### src/shared/wdt_defines.svh
`ifndef WDT_DEFINES_SVH
`define WDT_DEFINES_SVH

// byte addresses on the APB side
`define WDT_CSR_ADDR 12'h060
`define WDT_CAUSE_ADDR 12'h064
`define WDT_PROTECT_ADDR 12'h068

// watchdog_control_status field positions
`define WDT_BIT_IRQ_FLAG 7
`define WDT_BIT_IRQ_EN 6
`define WDT_BIT_PER_HI 5
`define WDT_BIT_EN 3
`define WDT_PER_LO_MSB 2

// reset_cause_status field positions
`define WDT_BIT_WATCHDOG_RESET_FLAG 3
`define WDT_BIT_BROWNOUT_RESET_FLAG 2
`define WDT_BIT_PIN_RESET_FLAG 1
`define WDT_BIT_POWERON_RESET_FLAG 0

// reset values
`define WDT_CSR_RESET 8'h00
`define WDT_CAUSE_RESET 8'h01

// change protection
`define WDT_UNLOCK_SIG 8'hD8
`define WDT_UNLOCK_CYCLES 3'h4

// time-out periods in oscillator cycles: base shifted by the code
`define WDT_BASE_CYCLES 19'h00200
`define WDT_PERIOD_MAX_CODE 4'h9
`define WDT_PERIOD_FALLBACK 4'h0

`endif

### src/shared/wdt_pkg.sv
package wdt_pkg;

	typedef struct packed {
		logic irq_flag;
		logic irq_en;
		logic per_hi;
		logic rsvd;
		logic en;
		logic [2:0] per_lo;
	} wdt_csr_t;

	typedef struct packed {
		logic [3:0] rsvd;
		logic watchdog_reset_flag;
		logic brownout_reset_flag;
		logic pin_reset_flag;
		logic poweron_reset_flag;
	} reset_cause_t;

	typedef enum logic [1:0] {
		ACTION_NONE,
		ACTION_IRQ,
		ACTION_RESET
	} timeout_action_t;

endpackage : wdt_pkg

### src/verilog/pin_sync.sv
`timescale 1ns/1ps
`default_nettype none

module pin_sync (
	input wire logic pclk, // bus clock
	input wire logic presetn, // async reset, active low
	input wire logic pin, // asynchronous input
	output logic level, // debounced level
	output logic rise // one-cycle pulse on a 0 to 1 change
);

	logic s1;
	logic s2;
	logic s3;

	always_ff @(posedge pclk or negedge presetn) begin
		if (!presetn) begin
			s1 <= 1'b0;
			s2 <= 1'b0;
			s3 <= 1'b0;
		end else begin
			s1 <= pin;
			s2 <= s1;
			s3 <= s2;
		end
	end

	// a change counts only once the second and third stage agree
	always_ff @(posedge pclk or negedge presetn) begin
		if (!presetn) begin
			level <= 1'b0;
			rise <= 1'b0;
		end else begin
			rise <= (s2 == s3) && s2 && !level;
			if (s2 == s3) begin
				level <= s2;
			end
		end
	end

endmodule : pin_sync

`default_nettype wire

### src/verilog/watchdog_with_reset_flags.sv
// How it works
// counter advances on 32 kHz oscillator edges
// restart, disable and chip reset clear counter
// ten time-out periods from period_select
// expiry with reset action resets the chip
// level 1: starts off, enable freely
// level 2: always running, enable reads one
// level 1 disable needs unlock then write
// level 2 period change needs unlock; enable ignored
// software unlocks with signature 0xD8
// reserved bits read as zero
// watchdog flag: set on expiry, zero-write clears
// brown-out flag: set on brown-out, zero-write clears
// pin flag: set on pin reset, zero-write clears
// power-on flag: set at power-on, zero-write clears
// irq flag set on time-out, ack clears
// irq needs global, enable and flag set
// time-out with enable clears irq enable
// enable and irq-enable select time-out action
// enable bit starts and stops the timer
// level 2 never allows disabling
// level 1: watchdog flag forces enable on
// init software clears watchdog flag and enable
// codes double 512 to 256K; reserved falls back
// unlock window closes after four cycles
//
// Chosen here: the APB interface to the registers.
`timescale 1ns/1ps
`default_nettype none

`include "wdt_defines.svh"

module watchdog_with_reset_flags (
	input wire logic pclk, // 40 MHz bus clock
	input wire logic presetn, // power-on reset, active low
	input wire logic psel, // APB select
	input wire logic penable, // APB access phase
	input wire logic pwrite, // APB direction, 1 = write
	input wire logic [11:0] paddr, // APB byte address
	input wire logic [31:0] pwdata, // APB write data
	input wire logic [3:0] pstrb, // APB byte strobes
	output logic [31:0] prdata, // APB read data
	output logic pready, // APB ready
	output logic pslverr, // APB error on unmapped address
	input wire logic osc_32k, // low-power oscillator pin
	input wire logic safety_level_fuse, // high = programmed, level 2
	input wire logic restart_pulse, // restart instruction, one cycle
	input wire logic global_irq_enable, // I-bit of cpu_status_register
	input wire logic irq_vector_ack, // time-out vector taken, one cycle
	input wire logic brownout_reset, // brown-out reset level
	input wire logic pin_reset, // external pin reset level
	output wdt_pkg::reset_cause_t cause_flags, // reset_cause_status contents
	output logic timeout_irq, // interrupt request, level
	output logic watchdog_reset_out // chip reset request, one cycle
);

	import wdt_pkg::*;

	wdt_csr_t csr;
	timeout_action_t action;
	logic osc_rise;
	logic level2;
	logic bor_rise;
	logic pin_rise;
	logic [2:0] unlock_cnt;
	logic unlock_open;
	logic [17:0] count;
	logic [17:0] terminal;
	logic [3:0] period_sel;
	logic [3:0] period_eff;
	logic enable_eff;
	logic running;
	logic timeout;
	logic wdt_fire;
	logic chip_reset;
	logic setup_phase;
	logic wr_done;
	logic wr_csr;
	logic wr_cause;
	logic wr_protect;
	logic mapped;
	logic [7:0] wdata;
	logic [7:0] read_byte;

	// every asynchronous level goes through the same three-stage filter
	pin_sync osc_sync (
		.pclk(pclk),
		.presetn(presetn),
		.pin(osc_32k),
		.level(),
		.rise(osc_rise)
	);

	pin_sync fuse_sync (
		.pclk(pclk),
		.presetn(presetn),
		.pin(safety_level_fuse),
		.level(level2),
		.rise()
	);

	pin_sync bor_sync (
		.pclk(pclk),
		.presetn(presetn),
		.pin(brownout_reset),
		.level(),
		.rise(bor_rise)
	);

	pin_sync pin_rst_sync (
		.pclk(pclk),
		.presetn(presetn),
		.pin(pin_reset),
		.level(),
		.rise(pin_rise)
	);

	// bus decode; writes take effect on the access edge with pready high
	assign setup_phase = psel && !penable;
	assign wr_done = psel && penable && pready && pwrite && pstrb[0];
	assign wdata = pwdata[7:0];
	assign wr_csr = wr_done && (paddr == `WDT_CSR_ADDR);
	assign wr_cause = wr_done && (paddr == `WDT_CAUSE_ADDR);
	assign wr_protect = wr_done && (paddr == `WDT_PROTECT_ADDR);
	assign mapped = (paddr == `WDT_CSR_ADDR) || (paddr == `WDT_CAUSE_ADDR) || (paddr == `WDT_PROTECT_ADDR);

	// effective enable: fuse and the watchdog flag both pin it high
	assign enable_eff = level2 || csr.en || (!level2 && cause_flags.watchdog_reset_flag);

	// both bits clear is the only stopped state
	always_comb begin
		unique case ({enable_eff, csr.irq_en})
			2'b00: action = ACTION_NONE;
			2'b01: action = ACTION_IRQ;
			2'b10: action = ACTION_RESET;
			2'b11: action = ACTION_IRQ;
		endcase
	end

	assign running = (action != ACTION_NONE);

	// reserved codes are not trusted to decode; they take the shortest period
	assign period_sel = {csr.per_hi, csr.per_lo};
	assign period_eff = (period_sel > `WDT_PERIOD_MAX_CODE) ? `WDT_PERIOD_FALLBACK : period_sel;
	assign terminal = 18'((`WDT_BASE_CYCLES << period_eff) - 19'h00001);

	// a period shortened below the running count expires at the next edge instead of wrapping
	assign timeout = running && osc_rise && (count >= terminal);
	assign wdt_fire = timeout && (action == ACTION_RESET);
	assign chip_reset = wdt_fire || bor_rise || pin_rise;

	// time-out counter, one step per oscillator edge
	always_ff @(posedge pclk or negedge presetn) begin
		if (!presetn) begin
			count <= 18'h00000;
		end else if (chip_reset || restart_pulse || !running) begin
			count <= 18'h00000;
		end else if (osc_rise) begin
			if (count >= terminal) begin
				count <= 18'h00000;
			end else begin
				count <= count + 18'h00001;
			end
		end
	end

	// unlock window, counted in bus clock (pclk) cycles
	always_ff @(posedge pclk or negedge presetn) begin
		if (!presetn) begin
			unlock_cnt <= 3'h0;
		end else if (wr_protect && (wdata == `WDT_UNLOCK_SIG)) begin
			unlock_cnt <= `WDT_UNLOCK_CYCLES;
		end else if (wr_csr) begin
			unlock_cnt <= 3'h0;
		end else if (unlock_cnt != 3'h0) begin
			unlock_cnt <= unlock_cnt - 3'h1;
		end
	end

	assign unlock_open = (unlock_cnt != 3'h0);

	// control register: a chip reset returns it to its initial value
	always_ff @(posedge pclk or negedge presetn) begin
		if (!presetn) begin
			csr <= `WDT_CSR_RESET;
		end else if (chip_reset) begin
			csr <= `WDT_CSR_RESET;
		end else begin
			// set beats both clears so a time-out never goes missing
			if (timeout && action == ACTION_IRQ) begin
				csr.irq_flag <= 1'b1;
			end else if (irq_vector_ack || (wr_csr && wdata[`WDT_BIT_IRQ_FLAG])) begin
				csr.irq_flag <= 1'b0;
			end
			if (timeout && enable_eff) begin
				csr.irq_en <= 1'b0;
			end else if (wr_csr) begin
				csr.irq_en <= wdata[`WDT_BIT_IRQ_EN];
			end
			if (wr_csr && (!level2 || unlock_open)) begin
				csr.per_hi <= wdata[`WDT_BIT_PER_HI];
				csr.per_lo <= wdata[`WDT_PER_LO_MSB:0];
			end
			// at level 2 the stored enable is never touched
			if (wr_csr && !level2) begin
				if (wdata[`WDT_BIT_EN]) begin
					csr.en <= 1'b1;
				end else if (unlock_open) begin
					csr.en <= 1'b0;
				end
			end
			csr.rsvd <= 1'b0;
		end
	end

	// reset-cause flags survive every reset except power-on
	always_ff @(posedge pclk or negedge presetn) begin
		if (!presetn) begin
			cause_flags <= `WDT_CAUSE_RESET;
		end else begin
			if (wdt_fire) begin
				cause_flags.watchdog_reset_flag <= 1'b1;
			end else if (wr_cause && !wdata[`WDT_BIT_WATCHDOG_RESET_FLAG]) begin
				cause_flags.watchdog_reset_flag <= 1'b0;
			end
			if (bor_rise) begin
				cause_flags.brownout_reset_flag <= 1'b1;
			end else if (wr_cause && !wdata[`WDT_BIT_BROWNOUT_RESET_FLAG]) begin
				cause_flags.brownout_reset_flag <= 1'b0;
			end
			if (pin_rise) begin
				cause_flags.pin_reset_flag <= 1'b1;
			end else if (wr_cause && !wdata[`WDT_BIT_PIN_RESET_FLAG]) begin
				cause_flags.pin_reset_flag <= 1'b0;
			end
			if (wr_cause && !wdata[`WDT_BIT_POWERON_RESET_FLAG]) begin
				cause_flags.poweron_reset_flag <= 1'b0;
			end
			cause_flags.rsvd <= 4'h0;
		end
	end

	// outputs to the cpu core
	always_ff @(posedge pclk or negedge presetn) begin
		if (!presetn) begin
			timeout_irq <= 1'b0;
			watchdog_reset_out <= 1'b0;
		end else begin
			timeout_irq <= global_irq_enable && csr.irq_en && csr.irq_flag;
			watchdog_reset_out <= wdt_fire;
		end
	end

	// read mux; the enable bit shows its effective value
	always_comb begin
		read_byte = 8'h00;
		if (paddr == `WDT_CSR_ADDR) begin
			read_byte = {csr.irq_flag, csr.irq_en, csr.per_hi, 1'b0, enable_eff, csr.per_lo};
		end else if (paddr == `WDT_CAUSE_ADDR) begin
			read_byte = {4'h0, cause_flags[3:0]};
		end else if (paddr == `WDT_PROTECT_ADDR) begin
			read_byte = {7'h00, unlock_open};
		end
	end

	// every access completes with one wait-free access phase
	always_ff @(posedge pclk or negedge presetn) begin
		if (!presetn) begin
			pready <= 1'b0;
			pslverr <= 1'b0;
			prdata <= 32'h00000000;
		end else begin
			pready <= setup_phase;
			pslverr <= setup_phase && !mapped;
			if (setup_phase && !pwrite) begin
				prdata <= {24'h000000, read_byte};
			end
		end
	end

endmodule : watchdog_with_reset_flags

`default_nettype wire

### config.mk
export PLATFORM = sky130hd
export DESIGN_NAME = watchdog_with_reset_flags
export DESIGN_NICKNAME = d
export VERILOG_FILES = /design/src/shared/wdt_pkg.sv /design/src/verilog/pin_sync.sv /design/src/verilog/watchdog_with_reset_flags.sv
export VERILOG_INCLUDE_DIRS = /design/src /design/src/shared
export SDC_FILE = /design/constraint.sdc
export NUM_CORES = 1
export LEC_CHECK = 0
export BUFFER_PORTS_ARGS = -buffer_cell sky130_fd_sc_hd__buf_2
export CORE_ASPECT_RATIO = 1.4
export CORE_MARGIN = 4
export CORE_UTILIZATION = 25
export CTS_BUF_LIST = sky130_fd_sc_hd__clkbuf_4
export DETAILED_ROUTE_END_ITERATION = 6
export GPL_TIMING_DRIVEN = 0
export PLACE_DENSITY = 0.56
export SLEW_MARGIN = 20
export SYNTH_ARGS = -nofsm -noshare
export SYNTH_HDL_FRONTEND = slang
export SYNTH_SLANG_ARGS = --single-unit
### constraint.sdc
create_clock -name pclk -period 3.67 [get_ports pclk]
set_clock_uncertainty 0.15 [all_clocks]
set_input_delay 0.734 -clock pclk [delete_from_list [all_inputs] [get_ports pclk]]
set_output_delay 0.734 -clock pclk [all_outputs]
set_load 0.02 [all_outputs]
After elaboration in Yosys (flattened, before gate mapping) --
Cells that the tools add are included.
Word-level totals: flip-flop bits (word level) 63, bits in latches 0, bits in writable memories 0, ROM bits 0, bits of input ports 60, output and inout bits 44, word-level logic and storage cells 150, memories 0
Cells by class: add/sub/neg operators 3, multipliers 0, div/mod/pow operators 0, magnitude comparators 2, equal/unequal tests 13, shift-type cells 1, muxes and demuxes 27, bitwise gates (word level) 0, reduce and logical (&&, ||, !) cells 69
Operators with widths (number):
- $mux W18 | 3
- $eq A12 B7 Y1 const B | 3
- $logic_and A1 B1 Y1 | 32
- $add A18 B1 Y18 const B | 1
- $ge A18 B18 Y1 | 1
- $shl A10 B4 Y18 const A | 1
- $sub A18 B1 Y18 const B | 1
- $mux W8 | 2
- $mux W1 | 15
- $reduce_bool A3 Y1 | 5
- $reduce_bool A2 Y1 | 7
- $logic_not A1 Y1 | 12
- $mux W3 | 4
- $logic_or A1 B1 Y1 | 10
- $eq A8 B8 Y1 const B | 1
- $mux W4 | 2
- $eq A2 B2 Y1 const B | 3
- $pmux W2 S3 | 1
- $eq A1 B1 Y1 | 4
- $eq A2 B1 Y1 const B | 2
- $gt A4 B4 Y1 const B | 1
- $sub A3 B1 Y3 const B | 1
- $logic_not A2 Y1 | 1
- $reduce_and A2 Y1 | 1
- $reduce_or A2 Y1 | 1

Logic depth before layout (Yosys ltp) --
word-level depth 15, gate-level depth with buffers 16, mapped depth without buffers 13

Hierarchy --
From an unflattened synthesis, not the netlist that was laid out.
Second synthesis, totals: cell total of the unflattened synthesis 347, area, all modules 3469.6 um2
By module, submodules not included:
- watchdog_with_reset_flags | times used 1, cells an instance 315, area an instance 2834.0 um2, seq. area each 1077.3 um2
- pin_sync | times used 4, cells an instance 8, area an instance 158.9 um2, seq. area each 125.1 um2

Worst setup path after synthesis --
No wires, ideal clock.
path kind register to register, from register csr[2] (netlist name), to register count[15], library setup time 0.084 ns, data arrival time 3.019 ns, data required time 3.436 ns, path slack 0.417 ns, cell stages (with the launch flop) 17, buffers on the path 3, period minus slack after synthesis 3.253 ns, cells stage by stage dfrtp_1 -> clkbuf_1 -> nor2_1 -> mux2i_1 -> ha_1 -> nor3_1 -> mux2i_1 -> nor2_1 -> a21oi_1 -> ha_1 -> a21oi_1 -> o21ai_0 -> a221oi_2 -> buf_2 -> buf_4 -> nand3_1 -> a31oi_1
Between the ends: cells in the longest elaborated chain, start to end 12, elaborated cells between the ends (all ways) 15, classes of those cells add/sub (1); order compare (2); shift (1); mux (4); reduce/logical (7)
Ends and longest elaborated chain:
- start: declaration | RTL line watchdog_with_reset_flags.sv:59 | wdt_csr_t csr;
- start signal: assignment | RTL line watchdog_with_reset_flags.sv:185 | csr <= `WDT_CSR_RESET;
- start signal: assignment | RTL line watchdog_with_reset_flags.sv:187 | csr <= `WDT_CSR_RESET;
- $gt A4 B4 Y1 (no source line)
- $mux W4 (*) | RTL line watchdog_with_reset_flags.sv:144 | assign period_eff = (period_sel > `WDT_PERIOD_MAX_CODE) ? `WDT_PERIOD_FALLBACK : period_sel;
- $shl A10 B4 Y18 (no source line) (*)
- $sub A18 B1 Y18 (*) | RTL line watchdog_with_reset_flags.sv:145 | assign terminal = 18'((`WDT_BASE_CYCLES << period_eff) - 19'h00001);
- $ge A18 B18 Y1 (*) | RTL line watchdog_with_reset_flags.sv:148, watchdog_with_reset_flags.sv:159
- $logic_and A1 B1 Y1 | RTL line watchdog_with_reset_flags.sv:148 | assign timeout = running && osc_rise && (count >= terminal);
- $logic_and A1 B1 Y1 | RTL line watchdog_with_reset_flags.sv:149 | assign wdt_fire = timeout && (action == ACTION_RESET);
- $logic_or A1 B1 Y1 (2 in a row) | RTL line watchdog_with_reset_flags.sv:150 | assign chip_reset = wdt_fire || bor_rise || pin_rise;
- $logic_or A1 B1 Y1 (2 in a row) | RTL line watchdog_with_reset_flags.sv:156 | end else if (chip_reset || restart_pulse || !running) begin
- $mux W18 / $reduce_bool A2 Y1 (equally long branches)
- end signal: assignment | RTL line watchdog_with_reset_flags.sv:162 | count <= count + 18'h00001;
- end: declaration | RTL line watchdog_with_reset_flags.sv:67 | logic [17:0] count;
Every way passes the cells marked *; elsewhere a longest branch is shown, timed or not. The select of a mux whose other input is x is not followed. A chain may end at the register's enable or synchronous reset.

Final worst setup path --
from register csr[2] (netlist name), to register count[6]
The elaborated chain is that of the path after synthesis.

==> flow_summary.json <==
{
  "netSwitchingFraction": 0.263,
  "finalMaxSlewViolations": 0,
  "design_area_mm2": 0.00416,
  "combinationalPowerShare": 0.150,
  "yosys.cell_types.count": 48,
  "ys_warn_count": 0,
  "hold_violations": 0,
  "initial_core_util": 0.257,
  "synthArstFlopShare": 1.00,
  "whs_ns": 0.197,
  "portBuffers": 47,
  "critPathKind": "register to register",
  "worst_slack_ns": 0.267,
  "fin_crit_sh": 0.927,
  "die_x_um": 106,
  "cts_tree": "done",
  "area_growth_pct": 24.6,
  "yosysSeqAreaShare": 0.464,
  "arrival_ns": 3.58,
  "syn-cell-area_mm2": 0.00334,
  "worst-r2r-cell-count": 15,
  "drt_iter0_drc": 158,
  "placed_area_mm2": 0.00391,
  "cts-root-buf": "clkbuf_4",
  "intPower_mw": 1.17,
  "slowest_stage": "dfrtp_2",
  "power_leakage_nw": 1.94,
  "synthTopCellsByCount": "61 x dfrtp_1, 36 x nor2_1, 31 x buf_4",
  "syn_area_per_cell_um2": 9.75,
  "gp_congestion": 0.788,
  "dp_hpwl_um": 5800,
  "seq_area_mm2": 0.00156,
  "drt-pass1-iter-count": 4,
  "slowest_delay_ns": 0.50,
  "antenna_left": 0,
  "num_vias": 2700,
  "setup_viol": 0,
  "power.density_mw_per_mm2": 381,
  "synth_flop_cell": "dfrtp_1",
  "critPathRequiredTime_ns": 3.85,
  "tightest_slew_ns": 0.777,
  "wirelength_um": 7710,
  "ctsHtreeMaxLevel": 3,
  "clk_latency_ns": 0.42,
  "synthCells": 343,
  "rows": 49,
  "path_max_fanout": 10,
  "synth_edf_count": 0,
  "drive_above_1_share": 0.263,
  "hold_buffers": 0,
  "rsz0062_at_grt": "false",
  "dieArea_mm2": 0.0153,
  "pre_cts_slack_ns": -0.257,
  "ys_ff_latch": 62,
  "critPathCaptureType": "register",
  "cts_sinks": 62,
  "slew_headroom": 0.478,
  "synth_top_area_frac": 0.457,
  "grt_overflow": 0,
  "period_minus_slack_ns": 3.40,
  "antenna_found_initial": 1,
  "ioPinCount": 104,
  "clk_path_buf_depth": 2,
  "pwr-share-clk": 0.382,
  "cap_violations": 0,
  "status": "complete, no violations",
  "drcViolationCount": 0,
  "grt_pass1_wl_um": 13000,
  "min_path_type": "register to register",
  "synth_most_common_cell": "dfrtp_1",
  "grtUsageTotal": 0.107,
  "via_per_inst": 4.38,
  "layout.filler_cells": 1383,
  "nets": 508,
  "cp_cell_sequence": "nor2_4 > mux2i_1 > ha_2 > nor3_2 > mux2i_1 > nor2_1 > a21oi_1 > ha_1 > a21oi_1 > o21ai_0 > a221oi_2 > buf_4 > buf_4 > nand3_1 > a31oi_1",
  "core_region_area_mm2": 0.0130,
  "grt_pass1_vias": 2586,
  "clkTransAtPathRegs_ns": 0.11,
  "synth_area_leaders": "dfrtp_1 46%, buf_4 7.0%, ha_1 6.0%, nor2_1 4.0%, nand3_1 3.1%",
  "p_sw_mw": 0.417,
  "ir_drop_uv": 136,
  "hold_depth": 0,
  "cts_buffers": 9,
  "p_total_mw": 1.59,
  "wl_per_cell_um": 12.5,
  "cp-start-kind": "register",
  "grt_max_degree": 63,
  "multi_input_area_mm2": 0.00161,
  "die_y_um": 145,
  "fmax_mhz": 294,
  "p_seq_frac": 0.468,
  "synth_top_area_cell": "dfrtp_1"
}
cells by family (layout without fill, tap and decap cells):
kind of cell	Yosys count	in the layout	share of synthesized area
xor+xnor	11	11	0.0288
other cells	1	30	0.00112
simple gates	137	137	0.216
fa+ha+maj	17	17	0.0629
compound gates	53	53	0.0969
buf+inv	49	115	0.0902
mux	13	13	0.0400
flops	62	62	0.464
final timing paths:
kind	start	to	slack [ns]
worst max register to register	csr[2]	count[6]	0.27
max in group asynchronous	presetn	csr[1]	2.58
worst max-delay path	csr[2]	count[6]	0.27
min in group asynchronous	presetn	timeout_irq	0.24
worst min-delay path	fuse_sync.s1	fuse_sync.s2	0.20
worst min register to register	fuse_sync.s1	fuse_sync.s2	0.20
what timing repair did:
action / 4_1_cts / 5_1_grt
resized for setup: 5 / 5
setup buffers: 0 / 5
endpoints found under the setup margin: 25 / 26
pin swaps: 1 / 3
per-stage QoR:
step / setup TNS, ns / utilization / instances
floorplan: 0 / - / 371
global placement: -2.50 / 0.301 / 596
detailed placement: -3.58 / 0.301 / 596
CTS: 0 / 0.316 / 612
global route: 0 / 0.320 / 616
finish: 0 / 0.320 / 616
critical path: cells and delay by family (launching register included):
kind / cells / cell delay, ns
buffers and inverters: 2 / 0.40
adders and majority gates: 2 / 0.53
AOI/OAI and AO/OA: 5 / 0.98
DFF: 1 / 0.50
muxes: 2 / 0.40
and+or+nand+nor: 4 / 0.36
placed cells by master, fill, tap and decap left out, types with 10 or more instances in the layout:
cell      instances
o21ai_0          11
dfrtp_1          59
clkbuf_4         10
buf_2            46
nand2_1          26
nand3_1          21
nor2_1           35
conb_1           29
a21oi_1          17
ha_1             15
buf_4            37
mux2i_1          10
metal layers:
layer,part of all wire,wire [um],GRT usage,up-vias
met5,0,0,0,-
met4,0.021,160,0.0573,0
met3,0.061,472,0.0231,11
met2,0.50,3860,0.187,83
met1,0.42,3220,0.122,1269
li1,-,-,-,1337
final cells by class:
cell class	instances	share of cell area
Buffer	38	0.0634
Sequential cell	62	0.373
Timing Repair Buffer	52	0.0691
Multi-Input combinational cell	260	0.387
Clock inverter	6	0.0264
Tap cell	178	0.0535
Clock buffer	10	0.0180
Inverter	9	0.00811
Antenna cell	1	0.000601
registers in the layout, summed over array words and instances, names as in the netlist, 3 cells and up:
| name | count |
|---|---|
| count | 18 |
| csr | 7 |
| prdata | 7 |
| cause_flags | 4 |
| unlock_cnt | 3 |
power by group through the flow:
stage               Sequential, mW  Combinational, mW  Clock (mW)
floorplan                    0.760              0.162           0
global placement             0.755              0.235           0
detailed placement           0.757              0.242           0
CTS                          0.744              0.243       0.628
global route                 0.747              0.271       0.658
finish                       0.743              0.239       0.607
(Power assumes the default switching activity.)
